**src/include/cfg_port_pkg.sv**
```systemverilog
// Purpose: shared constants and types of the configuration serial port
// Assumes: system clock of 125 MHz drives every block of the port
// Notes: bus addresses are 8-bit values with the direction bit in bit 0
package cfg_port_pkg;

    // system clock period in ns
    localparam int SYS_CLK_NS = 8;
    // target address after configuration load, and the alternate one
    localparam logic [7:0] ADDR_DEFAULT = 8'hd4;
    localparam logic [7:0] ADDR_ALTERNATE = 8'hd0;
    // data hold time the port keeps after the serial clock falls
    localparam int T_HOLD_NS = 300;
    // least time rounds up to whole cycles
    localparam int HOLD_CYC_INT = (T_HOLD_NS + SYS_CLK_NS - 1) / SYS_CLK_NS;
    localparam logic [5:0] HOLD_CYC = HOLD_CYC_INT[5:0];
    // register position width and staging buffer depth
    localparam int REG_AW = 8;
    localparam int STAGE_DEPTH = 8;
    // bit count that marks a whole byte
    localparam logic [3:0] BYTE_BITS = 4'h8;
    // reset values
    localparam logic [7:0] PTR_RST = 8'h00;
    localparam logic [7:0] SHIFT_RST = 8'h00;

    // link sequencing states
    typedef enum logic [3:0] {
        ST_IDLE,
        ST_ADDR,
        ST_ADDR_ACK,
        ST_REG,
        ST_REG_ACK,
        ST_WDATA,
        ST_WDATA_ACK,
        ST_RDATA,
        ST_MACK,
        ST_RLOAD
    } link_state_t;

endpackage : cfg_port_pkg

```
**src/verilog/pin_sync.sv**
```systemverilog
// Purpose: bring the serial clock and data pins into the system clock
// Assumes: pins are asynchronous to sys_clk
// Notes: edge, start and stop detection look only at synchronised copies
`timescale 1ns/10ps
`default_nettype none
module pin_sync
(
    input wire logic sys_clk,
    input wire logic resetn,
    input wire logic scl_in,
    input wire logic sda_in,
    output logic scl_s,
    output logic sda_s,
    output logic scl_rise,
    output logic scl_fall,
    output logic bus_start,
    output logic bus_stop
);
    // first stage, read only by the second stage
    logic [1:0] meta_ff;
    // second stage and previous sample
    logic [1:0] sync_ff;
    logic [1:0] prev_ff;
    logic [1:0] nxt_meta;
    logic [1:0] nxt_sync;
    logic [1:0] nxt_prev;

    // next values of the synchroniser chain
    always_comb
    begin
        nxt_meta = {scl_in, sda_in};
        nxt_sync = meta_ff;
        nxt_prev = sync_ff;
    end

    // register the chain; idle bus reads high
    always_ff @(posedge sys_clk or negedge resetn)
    begin
        if (!resetn)
        begin
            meta_ff <= 2'h3;
            sync_ff <= 2'h3;
            prev_ff <= 2'h3;
        end
        else
        begin
            meta_ff <= nxt_meta;
            sync_ff <= nxt_sync;
            prev_ff <= nxt_prev;
        end
    end

    assign scl_s = sync_ff[1];
    assign sda_s = sync_ff[0];
    assign scl_rise = sync_ff[1] & ~prev_ff[1];
    assign scl_fall = ~sync_ff[1] & prev_ff[1];
    // data edges while the clock stays high frame a transfer
    assign bus_start = sync_ff[1] & prev_ff[1] & prev_ff[0] & ~sync_ff[0];
    assign bus_stop = sync_ff[1] & prev_ff[1] & ~prev_ff[0] & sync_ff[0];

endmodule : pin_sync
`default_nettype wire

```
**src/verilog/stage_fifo.sv**
```systemverilog
// Purpose: staging buffer for write bytes awaiting the stop condition
// Assumes: single clock, valid/ready on both sides
// Notes: full and empty come from pointers with one extra wrap bit
`timescale 1ns/10ps
`default_nettype none
module stage_fifo
#(
    parameter int WIDTH = 16,
    parameter int DEPTH = 8
)
(
    input wire logic sys_clk,
    input wire logic resetn,
    input wire logic in_valid,
    output logic in_ready,
    input wire logic [WIDTH-1:0] in_data,
    output logic out_valid,
    input wire logic out_ready,
    output logic [WIDTH-1:0] out_data
);
    localparam int PW = $clog2(DEPTH);

    // storage array, written only on an accepted push
    logic [WIDTH-1:0] mem [DEPTH];
    logic [PW:0] wr_ptr_ff;
    logic [PW:0] rd_ptr_ff;
    logic [PW:0] nxt_wr_ptr;
    logic [PW:0] nxt_rd_ptr;
    logic push;
    logic pop;

    // full when indices match and wrap bits differ
    always_comb
    begin
        in_ready = !((wr_ptr_ff[PW-1:0] == rd_ptr_ff[PW-1:0]) &&
                     (wr_ptr_ff[PW] != rd_ptr_ff[PW]));
        out_valid = (wr_ptr_ff != rd_ptr_ff);
        push = in_valid && in_ready;
        pop = out_valid && out_ready;
        nxt_wr_ptr = push ? wr_ptr_ff + 1'b1 : wr_ptr_ff;
        nxt_rd_ptr = pop ? rd_ptr_ff + 1'b1 : rd_ptr_ff;
        out_data = mem[rd_ptr_ff[PW-1:0]];
    end

    // pointers reset to empty
    always_ff @(posedge sys_clk or negedge resetn)
    begin
        if (!resetn)
        begin
            wr_ptr_ff <= '0;
            rd_ptr_ff <= '0;
        end
        else
        begin
            wr_ptr_ff <= nxt_wr_ptr;
            rd_ptr_ff <= nxt_rd_ptr;
        end
    end

    // array needs no reset; only pushed words are ever read
    always_ff @(posedge sys_clk)
    begin
        if (push)
        begin
            mem[wr_ptr_ff[PW-1:0]] <= in_data;
        end
    end

endmodule : stage_fifo
`default_nettype wire

```
**src/verilog/cfg_i2c_target.sv**
```systemverilog
// Purpose: two-wire bus target giving block access to configuration registers
// Assumes: register file answers rd_data for rd_addr in the same clock
// Notes: write bytes are staged and handed over only after stop
`timescale 1ns/10ps
`default_nettype none

module cfg_i2c_target
(
    input wire logic sys_clk,
    input wire logic resetn,
    input wire logic scl_in,
    input wire logic sda_in,
    output logic sda_out,
    output logic sda_oe,
    input wire logic cfg_loaded,
    input wire logic addr_sel_lower,
    output logic [cfg_port_pkg::REG_AW-1:0] rd_addr,
    input wire logic [7:0] rd_data,
    output logic wr_valid,
    input wire logic wr_ready,
    output logic [cfg_port_pkg::REG_AW-1:0] wr_addr,
    output logic [7:0] wr_data,
    output logic cfg_commit
);
    import cfg_port_pkg::*;

    // synchronised pins and bus events; the clock level itself is never read
    logic sda_s;
    logic scl_rise;
    logic scl_fall;
    logic bus_start;
    logic bus_stop;

    // link sequencing state
    link_state_t state_ff, nxt_state;
    logic [7:0] shift_ff, nxt_shift;          // byte being moved
    logic [3:0] cnt_ff, nxt_cnt;              // bits moved in this byte
    logic [REG_AW-1:0] ptr_ff, nxt_ptr;       // current register position
    logic rw_ff, nxt_rw;                      // direction bit of last address
    logic want_oe_ff, nxt_want;               // pull level to apply after hold
    logic [5:0] hold_ff, nxt_hold;            // cycles left before data changes
    logic oe_ff, nxt_oe;                      // driven pull enable
    logic wrote_ff, nxt_wrote;                // staged bytes in this transfer
    logic push_valid;                         // one staged byte this cycle
    logic stop_commit;                        // stop closes a write block
    logic [7:0] own_addr;

    // staging buffer ports
    logic fifo_in_ready;
    logic fifo_out_valid;
    logic [REG_AW+7:0] fifo_out_data;
    logic pop;

    // hand-over group state
    logic pending_ff, nxt_pending;
    logic wr_valid_ff, nxt_wr_valid;
    logic [REG_AW-1:0] wr_addr_ff, nxt_wr_addr;
    logic [7:0] wr_data_ff, nxt_wr_data;
    logic commit_ff, nxt_commit;

    pin_sync u_sync
    (
        .sys_clk(sys_clk),
        .resetn(resetn),
        .scl_in(scl_in),
        .sda_in(sda_in),
        .scl_s(),
        .sda_s(sda_s),
        .scl_rise(scl_rise),
        .scl_fall(scl_fall),
        .bus_start(bus_start),
        .bus_stop(bus_stop)
    );

    // the selected address follows the configuration bit
    assign own_addr = addr_sel_lower ? ADDR_ALTERNATE : ADDR_DEFAULT;

    // link sequencer: bits move on synchronised clock edges
    always_comb
    begin
        nxt_state = state_ff;
        nxt_shift = shift_ff;
        nxt_cnt = cnt_ff;
        nxt_ptr = ptr_ff;
        nxt_rw = rw_ff;
        nxt_want = want_oe_ff;
        nxt_hold = hold_ff;
        nxt_oe = oe_ff;
        nxt_wrote = wrote_ff;
        push_valid = 1'b0;
        stop_commit = 1'b0;
        // data changes only after the hold time past the falling clock
        if (hold_ff != 6'h00)
        begin
            nxt_hold = hold_ff - 6'h01;
            if (hold_ff == 6'h01)
            begin
                nxt_oe = want_oe_ff;
            end
        end
        if (!cfg_loaded)
        begin
            // nothing on the bus is seen before configuration is in
            nxt_state = ST_IDLE;
            nxt_oe = 1'b0;
            nxt_want = 1'b0;
            nxt_hold = 6'h00;
            nxt_wrote = 1'b0;
        end
        else if (bus_stop)
        begin
            // stop releases the line and closes any write block
            nxt_state = ST_IDLE;
            nxt_oe = 1'b0;
            nxt_want = 1'b0;
            nxt_hold = 6'h00;
            stop_commit = wrote_ff;
            nxt_wrote = 1'b0;
        end
        else if (bus_start)
        begin
            // start or repeated start always begins an address byte
            nxt_state = ST_ADDR;
            nxt_cnt = 4'h0;
            nxt_oe = 1'b0;
            nxt_want = 1'b0;
            nxt_hold = 6'h00;
        end
        else
        begin
            case (state_ff)
                ST_ADDR, ST_REG, ST_WDATA:
                begin
                    // receive most significant bit first
                    if (scl_rise && cnt_ff != BYTE_BITS)
                    begin
                        nxt_shift = {shift_ff[6:0], sda_s};
                        nxt_cnt = cnt_ff + 4'h1;
                    end
                    else if (scl_fall && cnt_ff == BYTE_BITS)
                    begin
                        nxt_hold = HOLD_CYC;
                        if (state_ff == ST_ADDR)
                        begin
                            // busy staging counts as not present
                            if (shift_ff[7:1] == own_addr[7:1] && !pending_ff)
                            begin
                                nxt_want = 1'b1;
                                nxt_rw = shift_ff[0];
                                nxt_state = ST_ADDR_ACK;
                            end
                            else
                            begin
                                nxt_state = ST_IDLE;
                            end
                        end
                        else if (state_ff == ST_REG)
                        begin
                            nxt_ptr = shift_ff;
                            nxt_want = 1'b1;
                            nxt_state = ST_REG_ACK;
                        end
                        else if (fifo_in_ready)
                        begin
                            // stage the byte with its position
                            push_valid = 1'b1;
                            nxt_ptr = ptr_ff + 1'b1;
                            nxt_wrote = 1'b1;
                            nxt_want = 1'b1;
                            nxt_state = ST_WDATA_ACK;
                        end
                        else
                        begin
                            // buffer full: refuse the byte
                            nxt_state = ST_IDLE;
                        end
                    end
                end
                ST_ADDR_ACK:
                begin
                    if (scl_fall)
                    begin
                        nxt_hold = HOLD_CYC;
                        nxt_cnt = 4'h0;
                        if (rw_ff)
                        begin
                            // read begins at the current position
                            nxt_shift = rd_data;
                            nxt_want = ~rd_data[7];
                            nxt_state = ST_RDATA;
                        end
                        else
                        begin
                            nxt_want = 1'b0;
                            nxt_state = ST_REG;
                        end
                    end
                end
                ST_REG_ACK, ST_WDATA_ACK:
                begin
                    if (scl_fall)
                    begin
                        nxt_hold = HOLD_CYC;
                        nxt_want = 1'b0;
                        nxt_cnt = 4'h0;
                        nxt_state = ST_WDATA;
                    end
                end
                ST_RDATA:
                begin
                    // the controller samples each bit on the rising clock
                    if (scl_rise)
                    begin
                        nxt_shift = {shift_ff[6:0], 1'b0};
                        nxt_cnt = cnt_ff + 4'h1;
                    end
                    else if (scl_fall)
                    begin
                        nxt_hold = HOLD_CYC;
                        if (cnt_ff == BYTE_BITS)
                        begin
                            // release for the controller's answer
                            nxt_want = 1'b0;
                            nxt_ptr = ptr_ff + 1'b1;
                            nxt_state = ST_MACK;
                        end
                        else
                        begin
                            nxt_want = ~shift_ff[7];
                        end
                    end
                end
                ST_MACK:
                begin
                    if (scl_rise)
                    begin
                        // a missing acknowledge ends the read
                        nxt_state = sda_s ? ST_IDLE : ST_RLOAD;
                    end
                end
                ST_RLOAD:
                begin
                    if (scl_fall)
                    begin
                        nxt_hold = HOLD_CYC;
                        nxt_shift = rd_data;
                        nxt_want = ~rd_data[7];
                        nxt_cnt = 4'h0;
                        nxt_state = ST_RDATA;
                    end
                end
                default:
                begin
                    nxt_state = ST_IDLE;
                end
            endcase
        end
    end

    // register the link sequencer
    always_ff @(posedge sys_clk or negedge resetn)
    begin
        if (!resetn)
        begin
            state_ff <= ST_IDLE;
            shift_ff <= SHIFT_RST;
            cnt_ff <= 4'h0;
            ptr_ff <= PTR_RST;
            rw_ff <= 1'b0;
            want_oe_ff <= 1'b0;
            hold_ff <= 6'h00;
            oe_ff <= 1'b0;
            wrote_ff <= 1'b0;
        end
        else
        begin
            state_ff <= nxt_state;
            shift_ff <= nxt_shift;
            cnt_ff <= nxt_cnt;
            ptr_ff <= nxt_ptr;
            rw_ff <= nxt_rw;
            want_oe_ff <= nxt_want;
            hold_ff <= nxt_hold;
            oe_ff <= nxt_oe;
            wrote_ff <= nxt_wrote;
        end
    end

    // staging buffer: refuses bytes when full, drained after stop
    stage_fifo
    #(
        .WIDTH(REG_AW + 8),
        .DEPTH(STAGE_DEPTH)
    )
    u_stage
    (
        .sys_clk(sys_clk),
        .resetn(resetn),
        .in_valid(push_valid),
        .in_ready(fifo_in_ready),
        .in_data({ptr_ff, shift_ff}),
        .out_valid(fifo_out_valid),
        .out_ready(pop),
        .out_data(fifo_out_data)
    );

    // hand-over: drain staged bytes, then one commit pulse
    always_comb
    begin
        nxt_pending = pending_ff;
        nxt_wr_valid = wr_valid_ff;
        nxt_wr_addr = wr_addr_ff;
        nxt_wr_data = wr_data_ff;
        nxt_commit = 1'b0;
        pop = pending_ff && fifo_out_valid && (!wr_valid_ff || wr_ready);
        if (wr_valid_ff && wr_ready)
        begin
            nxt_wr_valid = 1'b0;
        end
        if (pop)
        begin
            nxt_wr_valid = 1'b1;
            nxt_wr_addr = fifo_out_data[REG_AW+7:8];
            nxt_wr_data = fifo_out_data[7:0];
        end
        else if (pending_ff && !fifo_out_valid && (!wr_valid_ff || wr_ready))
        begin
            // the register file applies its shadow copy all at once
            nxt_commit = 1'b1;
            nxt_pending = 1'b0;
        end
        // a new stop wins over the clear
        if (stop_commit)
        begin
            nxt_pending = 1'b1;
        end
    end

    // register the hand-over group
    always_ff @(posedge sys_clk or negedge resetn)
    begin
        if (!resetn)
        begin
            pending_ff <= 1'b0;
            wr_valid_ff <= 1'b0;
            wr_addr_ff <= PTR_RST;
            wr_data_ff <= SHIFT_RST;
            commit_ff <= 1'b0;
        end
        else
        begin
            pending_ff <= nxt_pending;
            wr_valid_ff <= nxt_wr_valid;
            wr_addr_ff <= nxt_wr_addr;
            wr_data_ff <= nxt_wr_data;
            commit_ff <= nxt_commit;
        end
    end

    // open-drain: the data line is only ever pulled low
    assign sda_out = 1'b0;
    assign sda_oe = oe_ff;
    assign rd_addr = ptr_ff;
    assign wr_valid = wr_valid_ff;
    assign wr_addr = wr_addr_ff;
    assign wr_data = wr_data_ff;
    assign cfg_commit = commit_ff;

endmodule : cfg_i2c_target
`default_nettype wire

```
**config.mk**
```make
export PLATFORM = sky130hd
export DESIGN_NAME = cfg_i2c_target
export DESIGN_NICKNAME = d
export VERILOG_FILES = /design/src/include/cfg_port_pkg.sv /design/src/verilog/pin_sync.sv /design/src/verilog/stage_fifo.sv /design/src/verilog/cfg_i2c_target.sv
export SDC_FILE = /design/constraint.sdc
export NUM_CORES = 1
export LEC_CHECK = 0
export BUFFER_PORTS_ARGS = -buffer_cell sky130_fd_sc_hd__clkbuf_2
export CAP_MARGIN = 20
export CORE_ASPECT_RATIO = 1.1
export CORE_MARGIN = 2
export CORE_UTILIZATION = 45
export CTS_CLUSTER_DIAMETER = 200
export DETAILED_ROUTE_END_ITERATION = 16
export RECOVER_POWER = 25
export SLEW_MARGIN = 20
export SYNTH_ARGS = -nofsm -noshare
export SYNTH_HDL_FRONTEND = slang
export SYNTH_HIERARCHICAL = 1
export SYNTH_SLANG_ARGS = --single-unit
```
**constraint.sdc**
```tcl
create_clock -name sys_clk -period 4.4 [get_ports sys_clk]
set_input_delay 0.22 -clock sys_clk [delete_from_list [all_inputs] [get_ports sys_clk]]
set_output_delay 0.22 -clock sys_clk [all_outputs]
set_load 0.02 [all_outputs]
```
### Word level (Yosys, flattened, before mapping)

Memory sizes are Yosys's and may differ from the RTL's. A register that Yosys moved wholly into a read port is not among the register bits.
Index checks and enable logic that the tools add are counted.

| storage, ports and cells | value |
|---|---|
| flip-flop bits (word level) | 51 |
| RAM bits | 128 |
| output and inout port bits | 28 |
| memories kept | 1 |

| operators by class | value |
|---|---|
| $add $sub $neg | 5 |
| equality and inequality tests | 53 |
| mux-type cells | 99 |
| bitwise logic cells | 16 |
| reduce and logical (&&, ||, !) cells | 35 |

Memory list:

| name | words | bits a word | read ports | clocked after memory_dff | write ports | RTL line | RTL |
|---|---|---|---|---|---|---|---|
| u_stage.mem | 8 | 16 | 1 | 1 | 1 | stage_fifo.sv:24 | `logic [WIDTH-1:0] mem [DEPTH];` |

Operators by type and width:

| operator | count |
|---|---|
| 2-to-1 mux 8 bit | 13 |
| 2-to-1 mux 4 bit | 18 |
| 2-to-1 mux 1 bit | 49 |
| 2-to-1 mux 6 bit | 8 |
| != test 5 bit (second input constant) | 9 |
| case mux 8 bit (4 select lines) | 1 |
| != test 2 bit (second input constant) | 12 |
| case mux 4 bit (6 select lines) | 1 |
| != test 3 bit (second input constant) | 7 |
| case mux 6 bit (3 select lines) | 1 |
| AND reduction 9 bit | 2 |
| equality test 4 x 3 -> 1 bit (second input constant) | 4 |
| case mux 8 bit (2 select lines) | 1 |
| adder 4 x 1 -> 4 bit (second input constant) | 3 |
| equality test 4 bit (second input constant) | 3 |
| 2-to-1 mux 3 bit | 4 |
| case mux 4 bit (3 select lines) | 1 |
| logical AND 1 bit | 11 |
| AND reduction 11 bit | 1 |
| AND reduction 10 bit | 1 |
| != test 3 x 1 -> 1 bit (second input constant) | 3 |
| NOT 1 bit | 9 |
| adder 8 x 1 -> 8 bit (second input constant) | 1 |
| equality test 4 x 2 -> 1 bit (second input constant) | 2 |
| other kinds (28) | 43 |

### Depth between registers and ports, before layout

| logic depth | value |
|---|---|
| depth after elaboration | 14 |
| depth in mapped cells | 10 |
| depth with buffers taken out | 9 |

### By module

The synthesis kept the hierarchy.

By module, submodules not included:

| module | instances | cells an instance | area an instance (sq um) | seq. area each (sq um) |
|---|---|---|---|---|
| stage_fifo | 1 | 245 | 5445.2 | 4043.9 |
| cfg_i2c_target | 1 | 307 | 2940.3 | 1326.3 |
| pin_sync | 1 | 10 | 190.2 | 157.7 |

### Worst setup path before layout

No wires, ideal clock.

| timing path | value |
|---|---|
| path kind | reg-to-reg |
| from | register u_sync.prev_ff[1] |
| to | memory u_stage.mem[2][0] (enable) |
| setup time | 430 ps |
| data arrival time | 3282 ps |
| required time | 3970 ps |
| path slack | 687 ps |
| stages on the path, launching flop included | 9 |
| buffers on the path | 1 |
| period minus slack after synthesis | 3713 ps |
| cell sequence | dfstp_2 nor2b_1 clkbuf_1 nand4b_1 nor2_1 nand3_1 nor2_1 nand2_1 nor4_1 |

| between the ends | value |
|---|---|
| longest elaborated chain between the ends | 11 |
| elaborated cells on any way between the ends | 19 |

Ends and longest elaborated chain:

| item | RTL line | RTL |
|---|---|---|
| start, declared | pin_sync.sv:23 | `logic [1:0] prev_ff;` |
| start signal, assigned | pin_sync.sv:49 | `prev_ff <= nxt_prev;` |
| bitwise AND 1 bit | pin_sync.sv:56 | `assign scl_fall = ~sync_ff[1] & prev_ff[1];` |
| named net scl_fall | cfg_i2c_target.sv:30 | `logic scl_fall;` |
| logical AND 1 bit | cfg_i2c_target.sv:140 | `else if (scl_fall && cnt_ff == BYTE_BITS)` |
| 2-to-1 mux 1 bit | cfg_i2c_target.sv:140 |  |
| 2-to-1 mux 1 bit | cfg_i2c_target.sv:135 | `if (scl_rise && cnt_ff != BYTE_BITS)` |
| 2-to-1 mux 1 bit | cfg_i2c_target.sv:131 | `case (state_ff)` |
| 2-to-1 mux 1 bit | cfg_i2c_target.sv:120 | `else if (bus_start)` |
| 2-to-1 mux 1 bit | cfg_i2c_target.sv:110 | `else if (bus_stop)` |
| 2-to-1 mux 1 bit | cfg_i2c_target.sv:101 | `if (!cfg_loaded)` |
| named net push_valid | cfg_i2c_target.sv:44 | `logic push_valid;` |
| logical AND 1 bit | stage_fifo.sv:38 | `push = in_valid && in_ready;` |
| 2-to-1 mux 1 bit | stage_fifo.sv:63 | `if (push)` |
| 2-to-1 mux 1 bit (not written as such) | stage_fifo.sv:65 | `mem[wr_ptr_ff[PW-1:0]] <= in_data;` |
| end, declared | stage_fifo.sv:24 |  |

The timed path passes the listed nets, and every way through them passes these cells.

### Worst setup path in the final report

| timing path | value |
|---|---|
| from | register u_stage.rd_ptr_ff[2] |
| to | memory u_stage.mem[4][8] (enable) |

| between the ends | value |
|---|---|
| elaborated cells on any way between the ends | 15 |

RTL lines:

| item | RTL line | RTL |
|---|---|---|
| start, declared | stage_fifo.sv:26 | `logic [PW:0] rd_ptr_ff;` |
| start signal, assigned | stage_fifo.sv:56 | `rd_ptr_ff <= nxt_rd_ptr;` |
| equality test 3 bit | stage_fifo.sv:35 | `in_ready = !((wr_ptr_ff[PW-1:0] == rd_ptr_ff[PW-1:0]) &&` |
| logical AND 1 bit | stage_fifo.sv:35 |  |
| zero test 1 bit | stage_fifo.sv:35 |  |
| named net fifo_in_ready | cfg_i2c_target.sv:49 | `logic fifo_in_ready;` |
| logical AND 1 bit | stage_fifo.sv:38 |  |
| 2-to-1 mux 1 bit | stage_fifo.sv:63 |  |
| 2-to-1 mux 1 bit (not written as such) | stage_fifo.sv:65 |  |

The timed path passes the listed nets, and every way through them passes these cells.

==> qor.yml <==
outcome: "finished, final reports clean"
clk_lat_worst_skew_ps: 430
die_height_um: 149
detailedRoute.firstIterationViolations: 451
cp.required_ps: 4570
fp.dieW_um: 136
tritoncts_num_sinks: 195
synthToLayoutAreaGrowth_pct: 12.2
setup_crit_end_kind: "flop"
final.period_utilization_pct: 72.8
worst_slew_pin_slew_ps: 1070
cts_tree: "yes"
drv.max_cap_violation_count: 0
tns_ps: 0
post_synth_num_cell_types: 63
leakagePower_nw: 3.61
final_max_slew_viol_count: 0
grt_setup_unrepaired: "false"
synthTopCellsByArea: "sky130_fd_sc_hd__edfxtp_1 45%, sky130_fd_sc_hd__dfrtp_1 18%, sky130_fd_sc_hd__mux4_1 4.6%"
post_synth_most_frequent_cells: "128 x sky130_fd_sc_hd__edfxtp_1, 61 x sky130_fd_sc_hd__dfrtp_1, 35 x sky130_fd_sc_hd__mux2_2"
drtAntennaViolNets: 0
multiInputGateArea_mm2: 0.00285
timing.final.setup_violations: 0
worst_path_max_stage_delay_ps: 940
relSlewSlack_pct: 27.8
pin_count_of_the_biggest_net_entering_global_routing: 68
synth_enable_flop_cells: 128
syn_avg_cell_area_um2: 15.3
sequential_cell_area_fraction_in_the_yosys_report_pct: 64.5
setup.worst_path.class: "flop to flop"
met1_usage_pct: 24.4
max_freq_mhz: 312
cts_root_buf: "sky130_fd_sc_hd__clkbuf_16"
critPathArrivalTime_ps: 3370
power_density_over_the_cells_mw_per_mm2: 488
finalNetCount: 631
post-synth-top-count-cell: "sky130_fd_sc_hd__edfxtp_1"
wire_per_inst_um: 20.6
postSynth.topFlopCell: "sky130_fd_sc_hd__edfxtp_1"
routed-via-count: 5102
totalWireLength_mm: 17.8
post-synth-top-area-cell: "sky130_fd_sc_hd__edfxtp_1"
max-vdd-ir-drop_mv: 0.318
async_reset_ff_share_pct: 34.4
yosysTopAreaCellShare_pct: 44.8
antenna_found_initial: 0
clock_path_buffers: 2
place_hpwl_mm: 11.5
grt_pass1_vias: 5114
yosysWarnings: 6
initial_core_util_pct: 46.2
globalRouteMet3Util_pct: 3.30
clock_transition_at_the_registers_of_the_reported_paths_ps: 70
postSynthRegisterBits: 195
floorplan.io_pins: 43
worstPathMaxFanout: 20
timing.clock.skew_ps: 9.85
post-place-cells: 830
setup.worst_path.start_class: "flop"
dr_drc_count: 0
cts_buffers: 17
final_period_minus_worst_setup_slack_ps: 3200
finish.utilization_pct: 51.9
cts_repair_resize_count: 0
detail_route.vias_per_cell: 5.90
post_cts_buffers: 0
syn-num-nets: 584
final-instance-count-excl-fill: 865
syn_area_mm2: 0.00858
netlist_instances: 562
buffer_ports.inserted: 41
floorplan.die_area_mm2: 0.0202
gr-usage-met2_pct: 31.4
placeableCoreArea_mm2: 0.0185
cts_htree_levels: 4
num-fill-cells: 1517
timing_hold_violations_final: 0
total_number_of_placement_rows: 52
critical_path.cell_chain: "buf_4, xor2_1, nor4_1, inv_1, nand2_1, nor2_1, nor2b_1, o41ai_1, nor2_1, buf_4"
critical-path-slowest-cell: "sky130_fd_sc_hd__nor4_1"
place_congestion: 0.868
grt_usage_pct: 18.6
finalPower_w: 0.00470
grt.overflow.total: 0
antennaDiodeCount: 0
post_route_cells_drive_above_1_share_pct: 24.8
grt-busiest-layer: "met2"
hold_path.class: "input port to flop"
final-seq-area_mm2: 0.00553
grt_pass1_wl_mm: 27.9
drt_pre_antenna_iters: 7
## per-stage QoR
step	hold slack, ps	setup slack, ps	cell area [um2]
2_1_floorplan	-75.6	687	8580
3_3_place_gp	310	1330	9040
3_5_place_dp	309	1270	9040
4_1_cts	49.0	1250	9620
5_1_grt	72.9	950	9620
6_report	68.7	1200	9620
## worst max-delay path, delay by kind of cell, from the launching register on
family          cells  cell delay [ps]
buf+inv             3              710
simple gates        5             1500
compound gates      1              140
xor+xnor            1              240
flops               1              360
## timing repair
item                       in CTS  in global routing
hold buffers                    3                  0
setup endpoints to repair       0                  0
hold endpoints to repair       63                  0
## cells in the final DEF (no fill, tap or decap), types with 4 or more instances in the layout
cell,netlist,layout
sky130_fd_sc_hd__nor4_1,5,4
sky130_fd_sc_hd__buf_4,2,13
sky130_fd_sc_hd__clkbuf_2,0,40
sky130_fd_sc_hd__dfrtp_1,61,60
sky130_fd_sc_hd__mux2_2,35,35
sky130_fd_sc_hd__nand2_1,32,32
sky130_fd_sc_hd__xor2_1,5,5
sky130_fd_sc_hd__mux4_1,15,15
sky130_fd_sc_hd__o31ai_1,5,5
sky130_fd_sc_hd__clkbuf_16,0,17
sky130_fd_sc_hd__nor2b_1,6,6
sky130_fd_sc_hd__a21oi_1,16,16
sky130_fd_sc_hd__edfxtp_1,128,128
sky130_fd_sc_hd__mux2i_1,4,4
sky130_fd_sc_hd__nand3_1,19,19
sky130_fd_sc_hd__nand2b_1,8,8
sky130_fd_sc_hd__inv_6,0,4
sky130_fd_sc_hd__and2_1,4,4
sky130_fd_sc_hd__a2bb2oi_1,12,12
sky130_fd_sc_hd__nor3_1,10,7
sky130_fd_sc_hd__dfstp_2,6,4
sky130_fd_sc_hd__o22ai_1,14,14
sky130_fd_sc_hd__o21ai_0,11,11
sky130_fd_sc_hd__xnor2_1,9,9
sky130_fd_sc_hd__nor2_1,27,26
sky130_fd_sc_hd__ha_1,7,7
sky130_fd_sc_hd__a31oi_1,7,7
sky130_fd_sc_hd__a211oi_1,5,5
sky130_fd_sc_hd__inv_1,17,17
sky130_fd_sc_hd__mux4_2,17,17
## final cells by class
cell class              count  share of cell area [%]
clock buffers              18                    4.46
clock inverters            14                    1.25
inverters                  17                   0.663
multi-input cells         322                    29.6
flip-flops and latches    195                    57.5
well taps                 243                    3.16
repair buffers             56                    3.41
## registers in the layout, indices dropped and copies added (netlist names), 2 cells and up
| signal | cells |
|---|---|
| u_sync/meta_ff | 2 |
| u_stage/mem | 128 |
| u_sync/nxt_prev | 2 |
| rd_addr | 8 |
| hold_ff | 6 |
| u_stage/rd_ptr_ff | 4 |
| shift_ff | 8 |
| u_sync/prev_ff | 2 |
| wr_addr | 8 |
| u_stage/wr_ptr_ff | 4 |
| cnt_ff | 4 |
| wr_data | 8 |
| state_ff | 4 |
## path summary, 6_finish.rpt
kind                       depth (start not counted)            startpoint  slack [ps]                   end
max                                               10  u_stage/rd_ptr_ff[2]        1200     u_stage/mem[4][8]
min                                                3            cfg_loaded          70            pending_ff
max reg2reg                                       10  u_stage/rd_ptr_ff[2]        1200     u_stage/mem[4][8]
min reg2reg                                        0     u_sync/meta_ff[0]         370    u_sync/nxt_prev[0]
max in group asynchronous                          2                resetn        3220  u_stage/rd_ptr_ff[0]
min in group asynchronous                          2                resetn         420            wr_addr[5]
## per-layer routing
metal / share of wire, % / vias up
li1: - / 2300
met1: 43 / 2612
met2: 51 / 165
met3: 4.2 / 25
met4: 1.5 / 0
met5: 0 / -
## kinds of logic after synthesis
| logic type | after synthesis | share of synthesized area (%) |
|---|---|---|
| xor gates and xnor gates | 14 | 1.43 |
| other | 1 | 0.0437 |
| DFF | 195 | 64.5 |
| AOI/OAI and AO/OA | 92 | 7.89 |
| muxes | 71 | 14.1 |
| adders and majority gates | 7 | 1.02 |
| and+or+nand+nor | 137 | 8.42 |
| buffers and inverters | 45 | 2.61 |
## power breakdown
part	switching [W]	internal (W)	total (W)
clock	0.000696	0.000742	0.00144
combinational	0.000472	0.000405	0.000878
sequential	0.000235	0.00215	0.00238
Note: power is estimated with default switching activity, not from simulation.
